## src/verilog/crs_pkg.sv

```systemverilog
package crs_pkg;
	// Serial framing
	localparam logic [4:0] COMM_BITS     = 5'h08;
	localparam logic [4:0] DATA_BITS     = 5'h18;
	localparam int         COMM_RD_POS   = 6;
	localparam int         DATA_W        = 24;
	localparam int         AUX_W         = 16;
	localparam int         SEL_W         = 4;
	// Register select codes carried in the communications byte
	localparam logic [3:0] RS_STATUS     = 4'h0;
	localparam logic [3:0] RS_MODE       = 4'h1;
	localparam logic [3:0] RS_MAIN_DATA  = 4'h4;
	localparam logic [3:0] RS_AUX_DATA   = 4'h5;
	// Status word bit positions
	localparam int         STAT_MAIN_POS = 0;
	localparam int         STAT_AUX_POS  = 1;
	// Reset values and queue depth
	localparam logic [2:0] PIN_IDLE      = 3'h7;
	localparam logic       RDYN_RESET    = 1'h1;
	localparam int         FIFO_DEPTH    = 16;

	typedef struct packed {
		logic [SEL_W-1:0]  sel;
		logic [DATA_W-1:0] data;
	} crsCtlWord_t;

	typedef enum logic [1:0] {
		ST_COMM,
		ST_WRITE,
		ST_READ
	} crsState_t;
endpackage : crs_pkg

```

## src/verilog/crs_fifo.sv

```systemverilog
`timescale 1ns/1ps
module crs_fifo #(
	parameter int WIDTH = 28,
	parameter int DEPTH = 16
) (
	input  wire logic             clock,
	input  wire logic             rstn,
	input  wire logic             inValid,
	output logic                  inReady,
	input  wire logic [WIDTH-1:0] inData,
	output logic                  outValid,
	input  wire logic             outReady,
	output logic [WIDTH-1:0]      outData
);
	localparam int AW = $clog2(DEPTH);

	logic [WIDTH-1:0] mem [DEPTH];
	logic [AW-1:0]    wrPtr_q;
	logic [AW-1:0]    rdPtr_q;
	logic [AW:0]      count_q;
	logic             push;
	logic             pop;

	// Full and empty come straight from the occupancy count
	assign inReady  = count_q != (AW+1)'(DEPTH);
	assign outValid = count_q != '0;
	assign outData  = mem[rdPtr_q];
	assign push     = inValid & inReady;
	assign pop      = outValid & outReady;

	// Storage has no reset; only the pointers and the count need a defined state
	always_ff @(posedge clock) begin
		if (push) begin
			mem[wrPtr_q] <= inData;
		end
	end

	// Pointers wrap naturally because the depth is a power of two
	always_ff @(posedge clock or negedge rstn) begin
		if (!rstn) begin
			wrPtr_q <= '0;
			rdPtr_q <= '0;
			count_q <= '0;
		end else begin
			wrPtr_q <= wrPtr_q + AW'(push);
			rdPtr_q <= rdPtr_q + AW'(pop);
			count_q <= count_q + (AW+1)'(push) - (AW+1)'(pop);
		end
	end
endmodule : crs_fifo

```

## src/verilog/crs_ready_serial.sv

```systemverilog
`timescale 1ns/1ps
module crs_ready_serial (
	input  wire logic                        clock,
	input  wire logic                        rstn,
	input  wire logic                        sclkPin,
	input  wire logic                        csnPin,
	input  wire logic                        dinPin,
	output logic                             doutPin,
	output logic                             doutOe,
	output logic                             rdyPinN,
	input  wire logic                        mainResultWr,
	input  wire logic [crs_pkg::DATA_W-1:0]  mainResult,
	input  wire logic                        auxResultWr,
	input  wire logic [crs_pkg::AUX_W-1:0]   auxResult,
	input  wire logic                        mainUpdateSoon,
	input  wire logic                        auxUpdateSoon,
	input  wire logic                        mainEnable,
	input  wire logic                        auxEnable,
	input  wire logic                        calDone,
	output logic [crs_pkg::SEL_W-1:0]        rdSel,
	input  wire logic [crs_pkg::DATA_W-1:0]  regRdData,
	output logic                             regWrValid,
	output crs_pkg::crsCtlWord_t             regWrWord,
	input  wire logic                        regWrReady,
	output logic                             wrOverflow,
	output logic                             mainRdyBit,
	output logic                             auxRdyBit
);
	import crs_pkg::*;

	logic [2:0]        syncA_q;
	logic [2:0]        syncB_q;
	logic              sclkPrev_q;
	crsState_t         state_q;
	logic [4:0]        bitCnt_q;
	logic [DATA_W-1:0] shiftIn_q;
	logic [7:0]        comm_q;
	logic              loadPend_q;
	logic [DATA_W-1:0] shiftOut_q;
	logic              mainRdy_q;
	logic              auxRdy_q;
	logic              calHold_q;
	logic [DATA_W-1:0] mainData_q;
	logic [AUX_W-1:0]  auxData_q;
	crsCtlWord_t       regWrWord_q;
	logic              regWrValid_q;

	logic              sclkS;
	logic              csnS;
	logic              dinS;
	logic              sclkRise;
	logic              sclkFall;
	logic [4:0]        lastCnt;
	logic              frameEnd;
	logic              commDone;
	logic              wrDone;
	logic              rdDone;
	logic [7:0]        commNext;
	logic [SEL_W-1:0]  selNow;
	logic              selMain;
	logic              selAux;
	crsCtlWord_t       pushWord;
	logic              pushReady;
	logic              fifoValid;
	logic              fifoReady;
	crsCtlWord_t       fifoWord;
	logic              modeAccept;
	logic              mainRdy_d;
	logic              auxRdy_d;
	logic              calHold_d;
	logic              mainBit;
	logic              auxBit;
	logic [DATA_W-1:0] statusWord;
	logic [DATA_W-1:0] rdWord;

	// Pin samples: only the second stage is ever looked at
	assign sclkS    = syncB_q[0];
	assign csnS     = syncB_q[1];
	assign dinS     = syncB_q[2];
	// Edges come from the sampled clock, so gaps between bursts cost nothing
	assign sclkRise = sclkS & ~sclkPrev_q;
	assign sclkFall = ~sclkS & sclkPrev_q;

	// Frame decode; a raised select aborts the frame
	assign lastCnt  = (state_q == ST_COMM) ? COMM_BITS - 5'h01 : DATA_BITS - 5'h01;
	assign frameEnd = ~csnS & sclkRise & (bitCnt_q == lastCnt);
	assign commDone = frameEnd & (state_q == ST_COMM);
	assign wrDone   = frameEnd & (state_q == ST_WRITE);
	assign rdDone   = frameEnd & (state_q == ST_READ);
	assign commNext = {shiftIn_q[6:0], dinS};
	assign selNow   = comm_q[SEL_W-1:0];
	assign selMain  = selNow == RS_MAIN_DATA;
	assign selAux   = selNow == RS_AUX_DATA;

	// Received word tagged with its destination
	assign pushWord.sel  = selNow;
	assign pushWord.data = {shiftIn_q[DATA_W-2:0], dinS};
	assign modeAccept    = wrDone & pushReady & (selNow == RS_MODE);

	// Ready bits: a new result wins over a read or pre-update clear
	assign mainRdy_d = mainResultWr | (mainRdy_q & ~(rdDone & selMain) & ~mainUpdateSoon);
	assign auxRdy_d  = auxResultWr | (auxRdy_q & ~(rdDone & selAux) & ~auxUpdateSoon);
	assign calHold_d = calDone | (calHold_q & ~modeAccept);
	// Disabled converters are masked here; the host is still expected to drain them
	assign mainBit   = (mainRdy_q & mainEnable) | calHold_q;
	assign auxBit    = (auxRdy_q & auxEnable) | calHold_q;

	// Readback source for the output shifter
	assign statusWord = {{(DATA_W-2){1'b0}}, auxBit, mainBit};
	assign rdWord = selMain ? mainData_q :
		selAux ? {{(DATA_W-AUX_W){1'b0}}, auxData_q} :
		(selNow == RS_STATUS) ? statusWord : regRdData;

	assign fifoReady  = ~regWrValid_q | regWrReady;
	assign doutPin    = shiftOut_q[DATA_W-1];
	assign rdSel      = comm_q[SEL_W-1:0];
	assign regWrValid = regWrValid_q;
	assign regWrWord  = regWrWord_q;

	// Two-flop synchronisers and edge history
	always_ff @(posedge clock or negedge rstn) begin
		if (!rstn) begin
			syncA_q    <= PIN_IDLE;
			syncB_q    <= PIN_IDLE;
			sclkPrev_q <= 1'b1;
		end else begin
			syncA_q    <= {dinPin, csnPin, sclkPin};
			syncB_q    <= syncA_q;
			sclkPrev_q <= sclkS;
		end
	end

	// Frame sequencer: byte of command, then one data word
	always_ff @(posedge clock or negedge rstn) begin
		if (!rstn) begin
			state_q  <= ST_COMM;
			bitCnt_q <= '0;
		end else if (csnS) begin
			state_q  <= ST_COMM;
			bitCnt_q <= '0;
		end else if (sclkRise) begin
			bitCnt_q <= frameEnd ? 5'h00 : bitCnt_q + 5'h01;
			case (state_q)
				ST_COMM: begin
					if (frameEnd) state_q <= commNext[COMM_RD_POS] ? ST_READ : ST_WRITE;
				end
				ST_WRITE: begin
					if (frameEnd) state_q <= ST_COMM;
				end
				ST_READ: begin
					if (frameEnd) state_q <= ST_COMM;
				end
				default: state_q <= ST_COMM;
			endcase
		end
	end

	// Input shifter and latched command byte
	always_ff @(posedge clock or negedge rstn) begin
		if (!rstn) begin
			shiftIn_q  <= '0;
			comm_q     <= '0;
			loadPend_q <= 1'b0;
		end else begin
			if (sclkRise && !csnS) shiftIn_q <= {shiftIn_q[DATA_W-2:0], dinS};
			if (commDone) comm_q <= commNext;
			loadPend_q <= commDone & commNext[COMM_RD_POS];
		end
	end

	// Output shifter: loaded one cycle after the command so rdSel has settled;
	// the next falling edge is many cycles away, so nothing is missed.
	always_ff @(posedge clock or negedge rstn) begin
		if (!rstn) begin
			shiftOut_q <= '0;
			doutOe     <= 1'b0;
		end else begin
			doutOe <= ~csnS;
			if (loadPend_q) shiftOut_q <= rdWord;
			else if (sclkFall && state_q == ST_READ && bitCnt_q != 5'h00)
				shiftOut_q <= {shiftOut_q[DATA_W-2:0], 1'b0};
		end
	end

	// Ready state and the pin, which is a NOR of the two bits
	always_ff @(posedge clock or negedge rstn) begin
		if (!rstn) begin
			mainRdy_q  <= 1'b0;
			auxRdy_q   <= 1'b0;
			calHold_q  <= 1'b0;
			rdyPinN    <= RDYN_RESET;
			mainRdyBit <= 1'b0;
			auxRdyBit  <= 1'b0;
		end else begin
			mainRdy_q  <= mainRdy_d;
			auxRdy_q   <= auxRdy_d;
			calHold_q  <= calHold_d;
			rdyPinN    <= ~(mainBit | auxBit);
			mainRdyBit <= mainBit;
			auxRdyBit  <= auxBit;
		end
	end

	// Result holding registers
	always_ff @(posedge clock or negedge rstn) begin
		if (!rstn) begin
			mainData_q <= '0;
			auxData_q  <= '0;
		end else begin
			if (mainResultWr) mainData_q <= mainResult;
			if (auxResultWr) auxData_q <= auxResult;
		end
	end

	// Output stage of the write path; a full queue drops the word and flags it
	always_ff @(posedge clock or negedge rstn) begin
		if (!rstn) begin
			regWrValid_q <= 1'b0;
			regWrWord_q  <= '0;
			wrOverflow   <= 1'b0;
		end else begin
			regWrValid_q <= fifoValid | (regWrValid_q & ~regWrReady);
			if (fifoValid && fifoReady) regWrWord_q <= fifoWord;
			wrOverflow <= wrDone & ~pushReady;
		end
	end

	crs_fifo #(
		.WIDTH ($bits(crsCtlWord_t)),
		.DEPTH (FIFO_DEPTH)
	) u_wrFifo (
		.clock    (clock),
		.rstn     (rstn),
		.inValid  (wrDone),
		.inReady  (pushReady),
		.inData   (pushWord),
		.outValid (fifoValid),
		.outReady (fifoReady),
		.outData  (fifoWord)
	);
endmodule : crs_ready_serial
```

## config.mk

```make
export PLATFORM = sky130hd
export DESIGN_NAME = crs_ready_serial
export DESIGN_NICKNAME = d
export VERILOG_FILES = /design/src/verilog/crs_pkg.sv /design/src/verilog/crs_fifo.sv /design/src/verilog/crs_ready_serial.sv
export SDC_FILE = /design/constraint.sdc
export NUM_CORES = 1
export LEC_CHECK = 0
export ABC_CLOCK_PERIOD_IN_PS = 5170
export BUFFER_PORTS_ARGS = -buffer_cell sky130_fd_sc_hd__buf_2
export CAP_MARGIN = 15
export CORE_UTILIZATION = 45
export DETAILED_ROUTE_END_ITERATION = 10
export REMOVE_ABC_BUFFERS = 1
export SYNTH_ARGS = -nofsm -noshare
export SYNTH_HDL_FRONTEND = slang
export SYNTH_SLANG_ARGS = --single-unit
```

## constraint.sdc

```tcl
create_clock -name clock -period 5.17 [get_ports clock]
set_input_delay 0.517 -clock clock [delete_from_list [all_inputs] [get_ports clock]]
set_output_delay 0.517 -clock clock [all_outputs]
set_load 0.01 [all_outputs]
```

==> results.md <==
| Result | Value |
| --- | --- |
| Count of synthesis-stage warnings from yosys | 0 |
| Number of buffer and inverter stages on the critical path | 1 |
| Initial antenna violation count | 1 |
| Proportion of netlist area held by the largest area contributor | 0.567 |
| # diodes | 0 |
| Sequential element share of the synthesized area | 0.732 |
| # clock sinks | 604 |
| Layout cell share with drive strength beyond 1 | 0.309 |
| Total detailed-routing wirelength | 49500 microns |
| Y dimension of the die | 232 microns |
| Highest fanout seen on the critical path | 28 |
| Vias after detailed routing | 11700 |
| Total power consumption of the routed design | 12.6 mW |
| Cell type with the highest aggregate area in the netlist | edfxtp_1 |
| Crit start category | flop |
| Max Cap Viol | 0 |
| Grt ovf | 0 |
| Routed wirelength normalized by instance count | 23.7 microns |
| Worst vdd ir | 267 uV |
| GRT Util Overall | 0.191 |
| Commonest register cell after synthesis | edfxtp_1 |
| Maximum root-to-sink buffer count | 3 |
| Crit path arrival time | 3390 ps |
| Number of DRC violations after detailed-routing iteration 0 | 801 |
| Maximum clock skew at final layout | 20.8 ps |
| Worst-path cell with the longest stage delay | nor2_4 |
| Final setup violation count | 0 |
| Floorplan row count | 83 |
| First-pass GRT wire length | 76800 microns |
| Final hold violations | 0 |
| Number of buffers inserted by post-CTS setup repair | 0 |
| Number of global-route vias before repair | 12600 |
| Largest incremental delay on the critical path | 910 ps |
| Slew Viols, Final | 0 |
| Synthesized cell area | 0.0237 sq mm |
| FFs w/ async S/R, synth | 0.258 |
| Outcome | finished clean |
| Number of resized instances in the post-cts repair step | 0 |
| Number of clock buffers inserted by TritonCTS | 61 |
| Seq cells post-synth | 604 |
| FMAX | 316 MHz |
| Final weighted congestion in routability-driven placement | 0.753 |
| Post-DR vias/cell | 5.60 |
| Synth-to-Final Area Change | 14.3% |
| Area of the placeable core | 0.0517 sq mm |
| Actual transition at the worst max-transition pin | 1130 ps |
| Kind of capture point of the worst setup path | flop |
| Die footprint | 0.0536 sq mm |
| Crit path required time | 5400 ps |
| Pwr/cell area | 463 mW/mm^2 |
| Clk pin slew, worst setup/hold paths | 60 ps |
| Most common cell after layout, fill and taps aside | edfxtp_1 |
| Die Wd | 232 microns |
| Number of H-tree branching levels | 2 |
| Area contributors post-synth | edfxtp_1 (57%), dfrtp_1 (16%), mux4_2 (11%) |
| Ordered cell list for the critical path | nor3b_4 > buf_4 > and4bb_2 > nand4b_1 > nor2_4 |
| Number of port buffers | 115 |
| Setup Crit Path Kind | reg -> reg |
| Cell count after synthesis | 1226 |
| Cell class contributing the biggest share of worst-path delay | simple AND/OR/NAND/NOR gates |
| Ratio of final minimum period to clock period | 0.611 |
| Most frequent cells in the layout | edfxtp_1 (448), dfrtp_1 (145), buf_2 (114), mux4_2 (112), mux2i_1 (67) |
| Clock period minus final worst setup slack | 3160 ps |
| DRT Pass-1 Iters | 5 |
| Number of unique standard cell types used by synthesis | 54 |
| Syn avg cell area | 19.4 sq um |
| Worst min-delay path category | in -> reg |
| Post-DRT Antenna Nets | 0 |
| Starting density of the core | 0.459 |
| CTS tree | done |
| Leak Pwr | 9.61 nW |
| DPL Wire Length | 29600 microns |
| Number of synthesized flops with an enable pin | 448 |
| Pin count of the biggest net entering global routing | 89 |
| Root Buffer Master | clkbuf_16 |
| # IOs | 116 |
| Hold slack | 82.6 ps |
| Unrepaired setup endpoints after global routing | false |
| Slew headroom | 0.248 |
| Fin nets | 1451 |
| DR DRC count | 0 |
| Insertion delay of the later-clocked pin in the worst-skew pair | 620 ps |
==> through the flow <==
step / setup WS (ps) / utilization / cell area [sq um] / TNS [ps] / instances
after global placement: 2000 / 0.486 / 25100 / 0 / 1971
after floorplan: -415 / - / 23300 / -26590 / 1153
after CTS: 1930 / 0.524 / 27100 / 0 / 2090
after detailed placement: 1940 / 0.486 / 25100 / 0 / 1971
after global routing: 1780 / 0.524 / 27100 / 0 / 2090
final: 2010 / 0.524 / 27100 / 0 / 2090
==> sequential cells by signal (all words and copies together), names as in the netlist, 2 cells and up <==
signal            count
bitCnt_q              5
u_wrFifo.wrPtr_q      4
auxData_q            16
regWrWord            28
syncA_q               3
u_wrFifo.rdPtr_q      4
u_wrFifo.count_q      5
syncB_q               3
shiftOut_q           24
u_wrFifo.mem        448
state_q               2
shiftIn_q            23
mainData_q           24
comm_q                4
==> routing by layer <==
layer | up-vias | share of wire | track usage
met4 | 2 | 0.017 | 0.0446
li1 | 5206 | - | -
met2 | 272 | 0.47 | 0.303
met5 | - | 0.00030 | 0
met3 | 77 | 0.053 | 0.0405
met1 | 6156 | 0.46 | 0.272
==> synthesized netlist by cell type, types with 10 or more instances <==
master and instances:
edfxtp_1 448, dfrtp_1 148, mux4_2 112, mux2i_1 67, mux2_2 64, o22ai_1 43, clkbuf_1 34, inv_1 34
a21o_1 31, a211oi_1 27, nand2_1 23, buf_2 20, a21oi_1 16, ha_1 15, nor2_1 15, a222oi_1 14
buf_4 10
==> cells by family after synthesis <==
kind of cell             synth area share
multiplexers                        0.167
buffers and inverters              0.0218
flip-flops                          0.732
XOR/XNOR                          0.00369
AND/OR/NAND/NOR                    0.0201
AO/OA/AOI/OAI                      0.0461
adder cells (fa/ha/maj)           0.00875
==> final timing paths <==
check,slack (ps),endpoint,cells past startpoint,start
max in group asynchronous,3770,syncA_q[1]$_DFF_PN1_,3,rstn
min in group asynchronous,460,regWrWord[23]$_DFFE_PN0P_,2,rstn
hold reg to reg,360,syncB_q[0]$_DFF_PN1_,0,syncA_q[0]$_DFF_PN1_
hold / removal,80,rdyPinN$_DFF_PN1_,2,auxEnable
setup / recovery,2010,u_wrFifo.mem[10][16]$_DFFE_PP_,5,syncB_q[0]$_DFF_PN1_
setup reg to reg,2010,u_wrFifo.mem[10][16]$_DFFE_PP_,5,syncB_q[0]$_DFF_PN1_
==> final cells by class <==
cell class	instances	area [sq um]
clock buffers	84	1710
clock inverters	31	250
repair buffers	142	835
fillers	4124	24600
flip-flops and latches	604	17400
inverters	36	135
multi-input cells	513	5970
well taps	680	851
==> power by group <==
| part | total [mW] | internal, mW | switching [mW] |
|---|---|---|---|
| clock network | 4.28 | 2.49 | 1.79 |
| logic | 2.28 | 1.13 | 1.15 |
| registers | 6.01 | 5.54 | 0.476 |
==> timing repair <==
action,in CTS,in global routing
endpoints found under the hold margin,69,0
hold buffers,4,0
setup endpoints to repair,0,0
(Power assumes the default switching activity.)
